[config.mk]
export PLATFORM = sky130hd
export DESIGN_NAME = faiu_top
export DESIGN_NICKNAME = d
export VERILOG_FILES = /design/src/logic/faiu_pkg.sv /design/src/logic/faiu_classify.sv /design/src/logic/faiu_top.sv
export VERILOG_INCLUDE_DIRS = /design/src /design/src/logic
export SDC_FILE = /design/constraint.sdc
export NUM_CORES = 1
export LEC_CHECK = 0
export BUFFER_PORTS_ARGS = -buffer_cell sky130_fd_sc_hd__buf_2
export CAP_MARGIN = 15
export CORE_AREA = 2 2 289 291
export CTS_CLUSTER_DIAMETER = 150
export CTS_CLUSTER_SIZE = 28
export DETAILED_ROUTE_END_ITERATION = 7
export DIE_AREA = 0 0 291 293
export HOLD_SLACK_MARGIN = 0.06
export PLACE_DENSITY = 0.48
export SLEW_MARGIN = 30
export SYNTH_ARGS = -nofsm -noshare
export SYNTH_HDL_FRONTEND = slang
export SYNTH_SLANG_ARGS = --single-unit
[constraint.sdc]
create_clock -name clock -period 3.9 [get_ports clock]
set_input_delay 0.195 -clock clock [delete_from_list [all_inputs] [get_ports clock]]
set_output_delay 0.195 -clock clock [all_outputs]
set_load 0.05 [all_outputs]
[src/logic/faiu_regs.svh]
// Register offsets, field positions, reset values and timing counts of the fault alarm unit
`ifndef FAIU_REGS_SVH
`define FAIU_REGS_SVH

// Register byte offsets
`define FAIU_CTRL_OFS     12'h000
`define FAIU_STATUS_OFS   12'h004
`define FAIU_HOURS_OFS    12'h008
`define FAIU_LOGCNT_OFS   12'h00c
`define FAIU_FAULT_OFS    12'h010
`define FAIU_LOG_OFS      12'h080
`define FAIU_LOG_END      12'h0f8

// Control field positions
`define FAIU_CTRL_HEAT    0
`define FAIU_CTRL_RESET   1
`define FAIU_CTRL_INVREL  2
`define FAIU_CTRL_EXTDIAG 3
`define FAIU_CTRL_CWIDE   4
`define FAIU_CTRL_EXTLAY  5
`define FAIU_CTRL_RANGE5  6
`define FAIU_CTRL_RST     7'h00

// Sizes
`define FAIU_LOG_DEPTH    30
`define FAIU_DAC_FULL     12'hfff
`define FAIU_CODE_CAL     10'h3ff

// Timing
`define FAIU_CLK_HZ       100000000
`define FAIU_STEP_MIN     6
`define FAIU_STEP_CYC     (64'(`FAIU_STEP_MIN) * 64'd60 * 64'(`FAIU_CLK_HZ))
`define FAIU_FAST_HZ      4
`define FAIU_SLOW_HZ      1
`define FAIU_FAST_HALF    (`FAIU_CLK_HZ / (2 * `FAIU_FAST_HZ))
`define FAIU_SLOW_HALF    (`FAIU_CLK_HZ / (2 * `FAIU_SLOW_HZ))

`endif

[src/logic/faiu_pkg.sv]
// Types shared by the fault alarm unit
package faiu_pkg;
   typedef enum logic [1:0] {
      faiu_cls_none,
      faiu_cls_fast,
      faiu_cls_slow,
      faiu_cls_steady
   } faiu_class_e;

   typedef struct packed {
      logic [9:0] code;
      logic [3:0] level;
      faiu_class_e cls;
   } faiu_fault_s;

   typedef struct packed {
      logic [15:0] word0;
      logic [15:0] word1;
   } faiu_cyclic_s;
endpackage : faiu_pkg

[src/logic/faiu_classify.sv]
// Error code classifier: alarm class and analog error level
`timescale 1ns/1ps
`include "faiu_regs.svh"
module faiu_classify (
   // Fine error code in
   input  wire logic [9:0]            code,
   // Classification out
   output faiu_pkg::faiu_class_e      cls,
   output logic      [3:0]            level
);
   function automatic faiu_pkg::faiu_class_e class_of(input logic [9:0] c);
      if ((c >= 10'd1 && c <= 10'd7) || (c >= 10'd101 && c <= 10'd103) || c == 10'd107 || c == 10'd108
          || (c >= 10'd201 && c <= 10'd203) || c == 10'd307 || c == 10'd308 || c == 10'd801
          || (c >= 10'd900 && c <= 10'd999))
         return faiu_pkg::faiu_cls_steady;
      else if ((c >= 10'd10 && c <= 10'd12) || (c >= 10'd111 && c <= 10'd114))
         return faiu_pkg::faiu_cls_slow;
      else if (c == 10'd8 || c == 10'd9 || (c >= 10'd104 && c <= 10'd106) || c == 10'd211
               || c == 10'd302 || c == 10'd303)
         return faiu_pkg::faiu_cls_fast;
      else
         return faiu_pkg::faiu_cls_none;
   endfunction : class_of

   // Coarse 13-level mapping; codes below 13 map directly, fine code ranges fold to fixed levels, all other codes to 13
   function automatic logic [3:0] level_of(input logic [9:0] c);
      if (c >= 10'd1 && c <= 10'd12)
         return c[3:0];
      else if (c >= 10'd101 && c <= 10'd103)
         return 4'(c - 10'd100);
      else if (c >= 10'd104 && c <= 10'd106)
         return 4'h8;
      else if (c >= 10'd111 && c <= 10'd114)
         return 4'ha;
      else if (c >= 10'd900)
         return 4'h7;
      else if (c == 10'd0)
         return 4'h0;
      else
         return 4'hd;
   endfunction : level_of

   assign cls   = class_of(code);
   assign level = level_of(code);
endmodule : faiu_classify

[src/logic/faiu_top.sv]
// Fault alarm indication unit: latch, lamp, relay, cyclic code, analog, hours counter, event log
//
// Local design decisions: the register addresses and the APB interface to the registers.
`timescale 1ns/1ps
`include "faiu_regs.svh"
module faiu_top #(
   parameter longint STEP_CYC  = `FAIU_STEP_CYC,
   parameter int     SLOW_HALF = `FAIU_SLOW_HALF,
   parameter int     FAST_HALF = `FAIU_FAST_HALF
) (
   // Clock and reset
   input  wire logic                  clock,
   input  wire logic                  resetn,
   // APB slave
   input  wire logic                  psel,
   input  wire logic                  penable,
   input  wire logic                  pwrite,
   input  wire logic [11:0]           paddr,
   input  wire logic [31:0]           pwdata,
   output logic      [31:0]           prdata,
   output logic                       pready,
   output logic                       pslverr,
   // Fault detection from sensing logic
   input  wire logic                  fault_valid,
   input  wire logic [9:0]            fault_code,
   input  wire logic                  zero_calibration,
   // Fieldbus cyclic data
   input  wire logic                  heat_cycle_request,
   input  wire logic                  alarm_reset_request,
   input  wire logic [11:0]           measured_value,
   output faiu_pkg::faiu_cyclic_s     cyclic_in,
   output logic                       alarm_flag,
   output logic                       diag_request,
   // Indicators
   output logic                       fault_lamp,
   output logic                       alarm_relay,
   output logic      [11:0]           analog_out
);
   // The heat and reset request inputs pass a two-stage synchroniser
   logic [1:0] heat_sync_q;
   logic [1:0] rst_sync_q;
   always_ff @(posedge clock or negedge resetn) begin
      if (!resetn) begin
         heat_sync_q <= 2'h0;
         rst_sync_q  <= 2'h0;
      end else begin
         heat_sync_q <= {heat_sync_q[0], heat_cycle_request};
         rst_sync_q  <= {rst_sync_q[0], alarm_reset_request};
      end
   end

   // Control register
   logic [6:0] ctrl_q;
   wire heat_req   = heat_sync_q[1] | ctrl_q[`FAIU_CTRL_HEAT];
   wire reset_req  = rst_sync_q[1] | ctrl_q[`FAIU_CTRL_RESET];
   wire inv_relay  = ctrl_q[`FAIU_CTRL_INVREL];
   wire ext_diag   = ctrl_q[`FAIU_CTRL_EXTDIAG];
   wire code_wide  = ctrl_q[`FAIU_CTRL_CWIDE];
   wire ext_layout = ctrl_q[`FAIU_CTRL_EXTLAY];

   // Incoming fault classification
   faiu_pkg::faiu_class_e new_cls;
   logic [3:0]            new_lvl;
   faiu_classify u_new (
      .code  (fault_code),
      .cls   (new_cls),
      .level (new_lvl)
   );

   // Latched alarm: replaced only by an equal or more severe class
   faiu_pkg::faiu_fault_s alarm_q;
   wire alarm_active = alarm_q.cls != faiu_pkg::faiu_cls_none;
   wire take_fault   = fault_valid && new_cls != faiu_pkg::faiu_cls_none && new_cls >= alarm_q.cls;
   always_ff @(posedge clock or negedge resetn) begin
      if (!resetn)
         alarm_q <= '0;
      else if (take_fault)
         alarm_q <= '{code: fault_code, level: new_lvl, cls: new_cls};  // Set wins over reset request
      else if (reset_req)
         alarm_q <= '0;
   end

   // Blink timers; the slow phase also paces the analog alternation
   logic [26:0] slow_cnt_q;
   logic [24:0] fast_cnt_q;
   logic        slow_ph_q;
   logic        fast_ph_q;
   wire slow_wrap = slow_cnt_q == 27'(SLOW_HALF - 1);
   wire fast_wrap = fast_cnt_q == 25'(FAST_HALF - 1);
   always_ff @(posedge clock or negedge resetn) begin
      if (!resetn) begin
         slow_cnt_q <= 27'h0;
         fast_cnt_q <= 25'h0;
         slow_ph_q  <= 1'b0;
         fast_ph_q  <= 1'b0;
      end else begin
         slow_cnt_q <= slow_wrap ? 27'h0 : slow_cnt_q + 27'h1;
         fast_cnt_q <= fast_wrap ? 25'h0 : fast_cnt_q + 25'h1;
         slow_ph_q  <= slow_ph_q ^ slow_wrap;
         fast_ph_q  <= fast_ph_q ^ fast_wrap;
      end
   end

   // Lamp and relay selection by class
   logic lamp_d;
   logic relay_d;
   always_comb begin
      case (alarm_q.cls)
         faiu_pkg::faiu_cls_fast: begin
            lamp_d  = fast_ph_q;
            relay_d = heat_req;
         end
         faiu_pkg::faiu_cls_slow: begin
            lamp_d  = slow_ph_q;
            relay_d = heat_req;
         end
         faiu_pkg::faiu_cls_steady: begin
            lamp_d  = 1'b1;
            relay_d = 1'b1;
         end
         default: begin
            lamp_d  = 1'b0;
            relay_d = 1'b0;
         end
      endcase
   end

   // Analog: linear temperature, error level, or alternation toward full scale
   // Product needs 16 bits before the divide, or high levels wrap
   wire [11:0] err_level = 12'(({12'h0, alarm_q.level} * 16'd4095) / 16'd15);
   wire        blink_cls = alarm_q.cls == faiu_pkg::faiu_cls_fast || alarm_q.cls == faiu_pkg::faiu_cls_slow;
   wire [11:0] analog_d  = !alarm_active ? measured_value
                         : (blink_cls && !heat_req && slow_ph_q) ? `FAIU_DAC_FULL
                         : err_level;

   // Cyclic code width and placement
   wire [9:0]  code_rep  = code_wide ? alarm_q.code : {6'h0, alarm_q.level};
   wire [15:0] word0_d   = (alarm_active && !ext_layout) ? {6'h0, code_rep} : {4'h0, measured_value};
   // Upper bits of a wide code sit above and below the coarse field so the word stays 16 bits
   wire [15:0] word1_d   = (alarm_active && ext_layout)
                           ? {code_rep[7:4], code_rep[3:0], 6'h0, code_rep[9:8]}
                           : 16'h0;

   // Registered indicator outputs
   always_ff @(posedge clock or negedge resetn) begin
      if (!resetn) begin
         fault_lamp   <= 1'b0;
         alarm_relay  <= 1'b0;
         analog_out   <= 12'h0;
         cyclic_in    <= '0;
         alarm_flag   <= 1'b0;
         diag_request <= 1'b0;
      end else begin
         fault_lamp   <= lamp_d;
         alarm_relay  <= relay_d ^ inv_relay;
         analog_out   <= analog_d;
         cyclic_in    <= '{word0: word0_d, word1: word1_d};
         alarm_flag   <= alarm_active;
         diag_request <= alarm_active & ext_diag;
      end
   end

   // Operating hours counter; no write path exists, resets only model power-up
   logic [35:0] step_cnt_q;
   logic [31:0] hours_q;
   wire step_wrap = step_cnt_q == 36'(STEP_CYC - 1);
   always_ff @(posedge clock or negedge resetn) begin
      if (!resetn) begin
         step_cnt_q <= 36'h0;
         hours_q    <= 32'h0;
      end else begin
         step_cnt_q <= step_wrap ? 36'h0 : step_cnt_q + 36'h1;
         if (step_wrap)
            hours_q <= hours_q + 32'h1;
      end
   end

   // Event log ring of 30 entries; bit 15 marks a zero calibration run
   logic [15:0] log_mem [`FAIU_LOG_DEPTH];
   logic [4:0]  log_wr_q;
   logic [4:0]  log_cnt_q;
   logic        fault_seen_q;
   wire new_event = take_fault && !(alarm_active && alarm_q.code == fault_code);
   wire log_event = new_event | zero_calibration;
   wire [15:0] log_entry = zero_calibration ? {1'b1, 5'h0, `FAIU_CODE_CAL} : {6'h0, fault_code};
   always_ff @(posedge clock or negedge resetn) begin
      if (!resetn) begin
         log_wr_q  <= 5'h0;
         log_cnt_q <= 5'h0;
      end else if (log_event) begin
         log_wr_q  <= (log_wr_q == 5'(`FAIU_LOG_DEPTH - 1)) ? 5'h0 : log_wr_q + 5'h1;
         if (log_cnt_q != 5'(`FAIU_LOG_DEPTH - 1) + 5'h0 && log_cnt_q < 5'(`FAIU_LOG_DEPTH - 1))
            log_cnt_q <= log_cnt_q + 5'h1;
      end
   end
   always_ff @(posedge clock) begin
      if (log_event)
         log_mem[log_wr_q] <= log_entry;                       // Oldest slot overwritten
   end
   always_ff @(posedge clock or negedge resetn) begin
      if (!resetn)
         fault_seen_q <= 1'b0;
      else if (log_event)
         fault_seen_q <= 1'b1;
   end
   wire [5:0] log_count = fault_seen_q ? {1'b0, log_cnt_q} + 6'h1 : 6'h0;

   // APB decode; log slot n reads entry n counted from the newest
   wire        apb_acc  = psel & penable;
   wire        apb_wr   = apb_acc & pwrite;
   wire        hit_ctrl = paddr == `FAIU_CTRL_OFS;
   wire        hit_log  = paddr >= `FAIU_LOG_OFS && paddr <= `FAIU_LOG_END && paddr[1:0] == 2'h0;
   wire [4:0]  log_idx  = 5'((paddr - `FAIU_LOG_OFS) >> 2);
   wire [5:0]  rd_pos   = {1'b0, log_wr_q} + 6'd29 - {1'b0, log_idx};
   wire [4:0]  rd_slot  = 5'(rd_pos >= 6'd30 ? rd_pos - 6'd30 : rd_pos);
   wire        hit_any  = hit_ctrl || hit_log || paddr == `FAIU_STATUS_OFS || paddr == `FAIU_HOURS_OFS
                          || paddr == `FAIU_LOGCNT_OFS || paddr == `FAIU_FAULT_OFS;
   logic [31:0] rd_d;
   always_comb begin
      case (paddr)
         `FAIU_CTRL_OFS:   rd_d = {25'h0, ctrl_q};
         `FAIU_STATUS_OFS: rd_d = {26'h0, alarm_relay, fault_lamp, alarm_q.cls, heat_req, alarm_active};
         `FAIU_HOURS_OFS:  rd_d = hours_q;
         `FAIU_LOGCNT_OFS: rd_d = {26'h0, log_count};
         `FAIU_FAULT_OFS:  rd_d = {16'h0, alarm_q.level, 2'h0, alarm_q.code};
         default:          rd_d = (hit_log && {1'b0, log_idx} < log_count) ? {16'h0, log_mem[rd_slot]} : 32'h0;
      endcase
   end

   // Zero-wait slave; only the control word is writable, log and counters ignore writes
   always_ff @(posedge clock or negedge resetn) begin
      if (!resetn)
         ctrl_q <= `FAIU_CTRL_RST;
      else if (apb_wr && hit_ctrl)
         ctrl_q <= pwdata[6:0];
   end
   always_ff @(posedge clock or negedge resetn) begin
      if (!resetn)
         prdata <= 32'h0;
      else if (psel && !penable && !pwrite)
         prdata <= rd_d;
   end
   assign pready  = 1'b1;
   assign pslverr = apb_acc & (!hit_any | (pwrite & !hit_ctrl));
endmodule : faiu_top

==> flow_summary_export.csv, run 1 <==
group,metric,value,unit
timing,skew,0.03052,ns
final_layout,fin_cells,3152,
final_layout,nFillCells,7966,
synthesis,ys_seq_area_frac,0.6393,
place,place_inst,3070,
detailed_routing,first_pass_iters,8,
timing,rsz0062_at_grt,"true",
critical_path,worstPathRequired,4.42,ns
synthesis,synth_ff_type,"edfxtp_1",
timing,slew_headroom,0.3896,
die,rows,105,
clock_network,clk_pin_slew,0.11,ns
global_route,grt_pass1_wl,97760,um
detailed_routing,drt_drc_violations_left,0,
timing,hold_viol_final,0,
detailed_routing,vias,15520,
place,place_congestion,0.8637,
critical_path,critPathKind,"flip-flop to flip-flop",
synthesis,ys_ff_latch,560,
die,initial_core_util,0.2994,
critical_path,startpoint_type,"flip-flop",
clock_network,cts_tree,"built",
detailed_routing,drtIter0Drc,1086,
final_layout,ff_latch_area,15670,um^2
detailed_routing,drt-total-wl,64580,um
timing,fin_crit_sh,0.9627,
global_route,grt_pass1_vias,15590,
die,dieHeight,293,um
die,fp.coreArea,81850,um^2
timing,fmax,0.2663,GHz
outcome,status,"finished, final reports clean",
power,p_total,0.01805,W
hold_path,hold_path.class,"input pin to flip-flop",
timing,tightest_slew,0.9123,ns
die,die-area,85260,um^2
synthesis,avgSynthCellArea,13.26,um^2
clock_network,cts_buffer_depth,3,
place,port_buffers,120,
synthesis,syn_inst,1848,
synthesis,synth.top_cell.area_share,0.4044,
detailed_routing,ant_nets,0,
timing,period_minus_slack,3.754,ns
synthesis,async_flop_share,0.4107,
clock_network,cts_buffers,24,
critical_path,worstSetupEndpointType,"flip-flop",
timing,drv_slew,0,
critical_path,arrival,4.27,ns
power,p_leak,11.15,nW
final_layout,final_area,28340,um^2
global_route,grtUsageTotal,0.1494,
clock_network,clkSinkCount,560,
synthesis,yosysTopAreaCell,"edfxtp_1",
timing,setup_viol,0,
critical_path,cp_max_fo,9,
synthesis,ys_top_cells_by_area,"edfxtp_1 40%, dfrtp_1 23%, mux4_2 5.7%, nand2_1 2.7%, mux2i_1 2.6%",
clock_network,clock-root-buffer,"clkbuf_16",
detailed_routing,wl_per_cell,20.49,um
power,power.density,636.8,nW/um^2
job,drv_cap,0,
final_layout,area_growth,15.68,%
clock_network,clkLatencyLatePin,0.61,ns
final_layout,nNetsFinal,2175,
place,place_area,27150,um^2
final_layout,drive_above_1_share,0.1856,
synthesis,synth_edf_count,330,
detailed_routing,via_per_inst,4.923,
global_route,grt_overflow,0,
global_route,grt_max_degree,116,
global_route,antenna_found_initial,2,
power,vdd_drop_max,699.5,uV
clock_network,h-tree-depth,1,
final_layout,multiInputGateArea,8330,um^2
synthesis,ys_warn_count,0,
synthesis,synth_area,24500,um^2
die,die_w,291,um
place,dpl.hpwl,44530,um
synthesis,synth.distinct_cells,77,
die,ios,157,
per-stage QoR:
stage	worst slack [ns]	hold WS, ns	TNS, ns	utilization
2_1_floorplan	0.02327	-0.1006	0	-
3_3_place_gp	0.01503	0.2879	0	0.3317
3_5_place_dp	-0.003945	0.2953	-0.003945	0.3317
4_1_cts	0.01575	0.08068	0	0.3446
5_1_grt	-0.03557	0.1134	-0.4723	0.3463
6_report	0.1455	0.1107	0	0.3463
critical path, cell delays in order, from the launching register on:
cell,delay [ns]
dfrtp_1,0.36
inv_1,0.06
ha_1,0.27
inv_1,0.04
ha_1,0.23
fa_2,0.38
nand3_1,0.10
a21boi_1,0.12
or3_1,0.43
a21boi_4,0.18
buf_12,0.15
buf_12,0.14
mux2_2,0.23
o22ai_1,0.08
o31ai_1,0.24
or3b_4,0.43
a211oi_2,0.23
worst paths after layout:
check / startpoint / to / slack (ns) / depth (start not counted)
min reg2reg: heat_sync_q[0]$_DFF_PN0_ / heat_sync_q[1]$_DFF_PN0_ / 0.36 / 0
max in group asynchronous: resetn / prdata[8]$_DFFE_PN0P_ / 2.60 / 4
max: log_wr_q[1]$_DFFE_PN0P_ / prdata[1]$_DFFE_PN0P_ / 0.15 / 16
max reg2reg: log_wr_q[1]$_DFFE_PN0P_ / prdata[1]$_DFFE_PN0P_ / 0.15 / 16
min: psel / ctrl_q[6]$_DFFE_PN0P_ / 0.11 / 4
min in group asynchronous: resetn / fast_cnt_q[7]$_DFF_PN0_ / 0.56 / 3
layer usage:
metal	routed length [um]	share of wire	track usage	up-vias
met3	2967	0.046	0.01808	64
met1	29720	0.46	0.2070	7951
li1	-	-	-	7156
met2	30680	0.48	0.2525	343
met5	7	0.00011	0	-
met4	1204	0.019	0.03058	2
kinds of logic (layout without fill, tap and decap cells):
logic type / Yosys count / in the layout / share of synthesized area
other: 2 / 13 / 0.0003065
xor gates and xnor gates: 126 / 126 / 0.04535
DFF: 560 / 560 / 0.6393
buffers and inverters: 136 / 359 / 0.02507
adders and majority gates: 36 / 36 / 0.01859
and+or+nand+nor: 622 / 622 / 0.1227
AOI/OAI and AO/OA: 224 / 224 / 0.05816
muxes: 142 / 142 / 0.09054
cell usage in the layout (no fill, tap or decap), types with 14 or more instances in the layout:
cell and instances:
a21oi_1 52, and3_1 40, buf_12 18, buf_2 119
buf_4 99, clkbuf_1 14, clkbuf_16 26, dfrtp_1 230
dlygate4sd3_1 32, edfxtp_1 330, ha_1 33, inv_1 45
mux2_2 17, mux2i_1 62, mux4_2 62, nand2_1 179
nand2b_1 15, nand3_1 95, nand4_1 22, nor2_1 153
nor3_1 26, o21ai_0 67, xnor2_1 60, xor2_1 65
area by class of cell:
type                    instances  area share
well taps                    1070     0.04723
multi-input cells            1161      0.2939
repair buffers                273     0.07513
diodes                          2   0.0001766
inverters                      45    0.005959
clock buffers                  39     0.02393
clock inverters                 2    0.001015
flip-flops and latches        560      0.5527
sequential cells by signal, indices dropped and copies added (netlist names), 12 cells and up:
register    cells
log_mem       330
slow_cnt_q     27
hours_q        32
alarm_q        16
analog_out     12
step_cnt_q     36
prdata         32
fast_cnt_q     25
cyclic_in      22
repair_timing:
| item | in CTS | in global routing |
|---|---|---|
| hold buffers | 31 | 1 |
| endpoints found under the setup margin | 1 | 30 |
| resized for setup | 0 | 14 |
| setup buffers | 3 | 2 |
| gates cloned | 0 | 1 |
| endpoints found under the hold margin | 154 | 25 |
| pin swaps | 1 | 6 |
synth_stat cells, types with 10 or more instances:
cell type,count
edfxtp_1,330
dfrtp_1,230
nand2_1,179
nor2_1,153
nand3_1,95
o21ai_0,67
xor2_1,65
mux2i_1,63
mux4_2,62
xnor2_1,60
a21oi_1,55
clkbuf_1,53
inv_1,45
and3_1,40
ha_1,34
nor3_1,27
nand4_1,22
buf_4,17
mux2_2,17
nand2b_1,15
a211oi_1,12
and2_1,12
nor2b_1,12
or2_2,12
nor4_1,11
o211ai_1,10
where the power goes:
group / switching, W / internal, W / total, W
logic: 0.00457 / 0.00363 / 0.00820
clock network: 0.00186 / 0.00123 / 0.00309
registers: 0.000170 / 0.00659 / 0.00676
No activity file was read; power rests on OpenSTA's default activity.
==> run 2: changes to the inputs <==
--- a/config.mk
+++ b/config.mk
@@ -8,13 +8,13 @@
 export LEC_CHECK = 0
 export BUFFER_PORTS_ARGS = -buffer_cell sky130_fd_sc_hd__buf_2
 export CAP_MARGIN = 15
-export CORE_AREA = 2 2 289 291
+export CORE_AREA = 2 2 227 229
 export CTS_CLUSTER_DIAMETER = 150
 export CTS_CLUSTER_SIZE = 28
 export DETAILED_ROUTE_END_ITERATION = 7
-export DIE_AREA = 0 0 291 293
+export DIE_AREA = 0 0 229 231
 export HOLD_SLACK_MARGIN = 0.06
-export PLACE_DENSITY = 0.48
+export PLACE_DENSITY = 0.7
 export SLEW_MARGIN = 30
 export SYNTH_ARGS = -nofsm -noshare
 export SYNTH_HDL_FRONTEND = slang
==> flow_summary_export.csv, run 2 (synthesized netlist as in run 1, its figures left out) <==
group,metric,value,unit
die,die_w,229,um
timing,hold_viol_final,0,
critical_path,critPathKind,"flip-flop to flip-flop",
critical_path,arrival,4.25,ns
die,fp.coreArea,50680,um^2
global_route,grt_pass1_vias,15600,
final_layout,reg_top3,"log_mem (330), step_cnt_q (36)",
power,p_total,0.01748,W
final_layout,n_antenna_cell,0,
detailed_routing,drtIter0Drc,1544,
power,vdd_drop_max,761.9,uV
power,p_leak,10.99,nW
timing,skew,0.02145,ns
clock_network,h-tree-depth,1,
timing,fmax,0.2651,GHz
final_layout,drive_above_1_share,0.1821,
final_layout,nNetsFinal,2151,
critical_path,ff2ff_path_depth,17,
timing,setup_viol,0,
timing,period_minus_slack,3.772,ns
global_route,grt_overflow,0,
power,power.density,634.7,nW/um^2
hold_path,hold_path.startpoint,"zero_calibration",
hold_path,min_to,"log_mem[5][15]$_DFFE_PP_",
critical_path,cp_max_fo,11,
detailed_routing,drt_drc_violations_left,0,
critical_path,startpoint_type,"flip-flop",
global_route,grt_max_degree,126,
place,place_inst,2655,
timing,fin_setup_tns,0,ns
die,die-area,52900,um^2
timing,tightest_slew,0.9131,ns
critical_path,cp-startpoint,"log_wr_q[1]$_DFFE_PN0P_",
detailed_routing,wl_per_cell,21.04,um
global_route,grtUsageTotal,0.2174,
hold_path,hold_path.class,"input pin to flip-flop",
clock_network,cts_buffers,23,
final_layout,final_common_cell,"edfxtp_1",
hold_path,whs_path_depth,1,
detailed_routing,first_pass_iters,5,
timing,fin_crit_sh,0.9672,
final_layout,largest_register_ff_count,330,
critical_path,timing.rr.start,"log_wr_q[1]$_DFFE_PN0P_",
timing,drv_slew,0,
die,rows,83,
final_layout,largest_register,"log_mem",
clock_network,cts_tree,"built",
die,dieHeight,231,um
critical_path,rrSetupSlack,0.13,ns
die,ios,157,
timing,slew_headroom,0.3862,
final_layout,fin_cells,2734,
critical_path,worstSetupEndpointType,"flip-flop",
clock_network,clock-root-buffer,"clkbuf_16",
global_route,grt_pass1_wl,90080,um
timing,fin_hold_ws,0.07638,ns
outcome,status,"finished, final reports clean",
place,place_congestion,0.9073,
final_layout,final_cell_mix,"330 x edfxtp_1, 229 x dfrtp_1, 178 x nand2_1",
global_route,antenna_found_initial,1,
critical_path,worstPathRequired,4.38,ns
place,dpl.hpwl,38460,um
detailed_routing,vias,15690,
job,drv_cap,0,
final_layout,area_growth,12.39,%
die,initial_core_util,0.4835,
detailed_routing,via_per_inst,5.738,
place,port_buffers,120,
clock_network,clkLatencyLatePin,0.59,ns
critical_path,r2r-end,"prdata[9]$_DFFE_PN0P_",
clock_network,cts_buffer_depth,3,
clock_network,clkSinkCount,560,
detailed_routing,drt-total-wl,57530,um
clock_network,clk_pin_slew,0.12,ns
detailed_routing,ant_nets,0,
-- run 2: critical path, cell delays in order, from the launching register on --
cell and delay [ns]:
dfrtp_1 0.37, inv_1 0.06, ha_1 0.26, inv_1 0.04, ha_2 0.20, fa_2 0.59, buf_4 0.13, ha_1 0.13
inv_1 0.04, or2_2 0.28, o31ai_1 0.36, a21o_1 0.22, buf_4 0.25, o21ai_0 0.11, a21oi_1 0.19, nor2_1 0.12
a211oi_1 0.25, nor2_1 0.06
-- run 2: layout make-up --
type                       instances  area [um^2]
clock buffer                      37        628.1
clock inverter                     1        8.758
fill                            4220        23140
inverter                          45        168.9
multi-input combinational       1161         8392
sequential                       560        15670
tap                              680        850.8
timing repair buffer             250         1823
-- run 2: power breakdown --
part,total [W],leakage [nW],switching [W],internal [W]
sequential,0.00676,5.98,0.000170,0.00659
combinational,0.00784,4.71,0.00444,0.00339
clock,0.00288,0.304,0.00175,0.00113
-- run 2: per-stage QoR --
stage               utilization  worst slack [ns]  area [um^2]
CTS                      0.5397           0.01488        27350
global placement         0.5198          -0.02472        26340
global route             0.5434          -0.04057        27540
finish                   0.5434            0.1280        27540
floorplan                     -           0.02327        24540
detailed placement       0.5198          -0.07390        26340
-- run 2: worst max-delay path by stage --
| stage | to | depth (start not counted) |
|---|---|---|
| 6_report | prdata[9]$_DFFE_PN0P_ | 17 |
| 5_1_grt | prdata[1]$_DFFE_PN0P_ | 16 |
| 4_1_cts | prdata[2]$_DFFE_PN0P_ | 14 |
| 3_5_place_dp | prdata[7]$_DFFE_PN0P_ | 15 |
| 3_3_place_gp | prdata[7]$_DFFE_PN0P_ | 15 |
| 2_1_floorplan | prdata[9]$_DFFE_PN0P_ | 17 |
-- run 2: repair_timing --
action	CTS	global route
endpoints found under the hold margin	165	0
resized for setup	4	29
gates cloned	1	0
hold buffers	32	0
pin swaps	1	5
setup buffers	1	6
endpoints found under the setup margin	5	257
-- run 2: metal layers --
metal	vias to the layer above	global-route usage	wire length, um
met1	7988	0.3033	24600
met2	529	0.3732	28480
met4	0	0.04038	1017
li1	7097	-	-
met3	74	0.02446	3432
met5	-	0	0
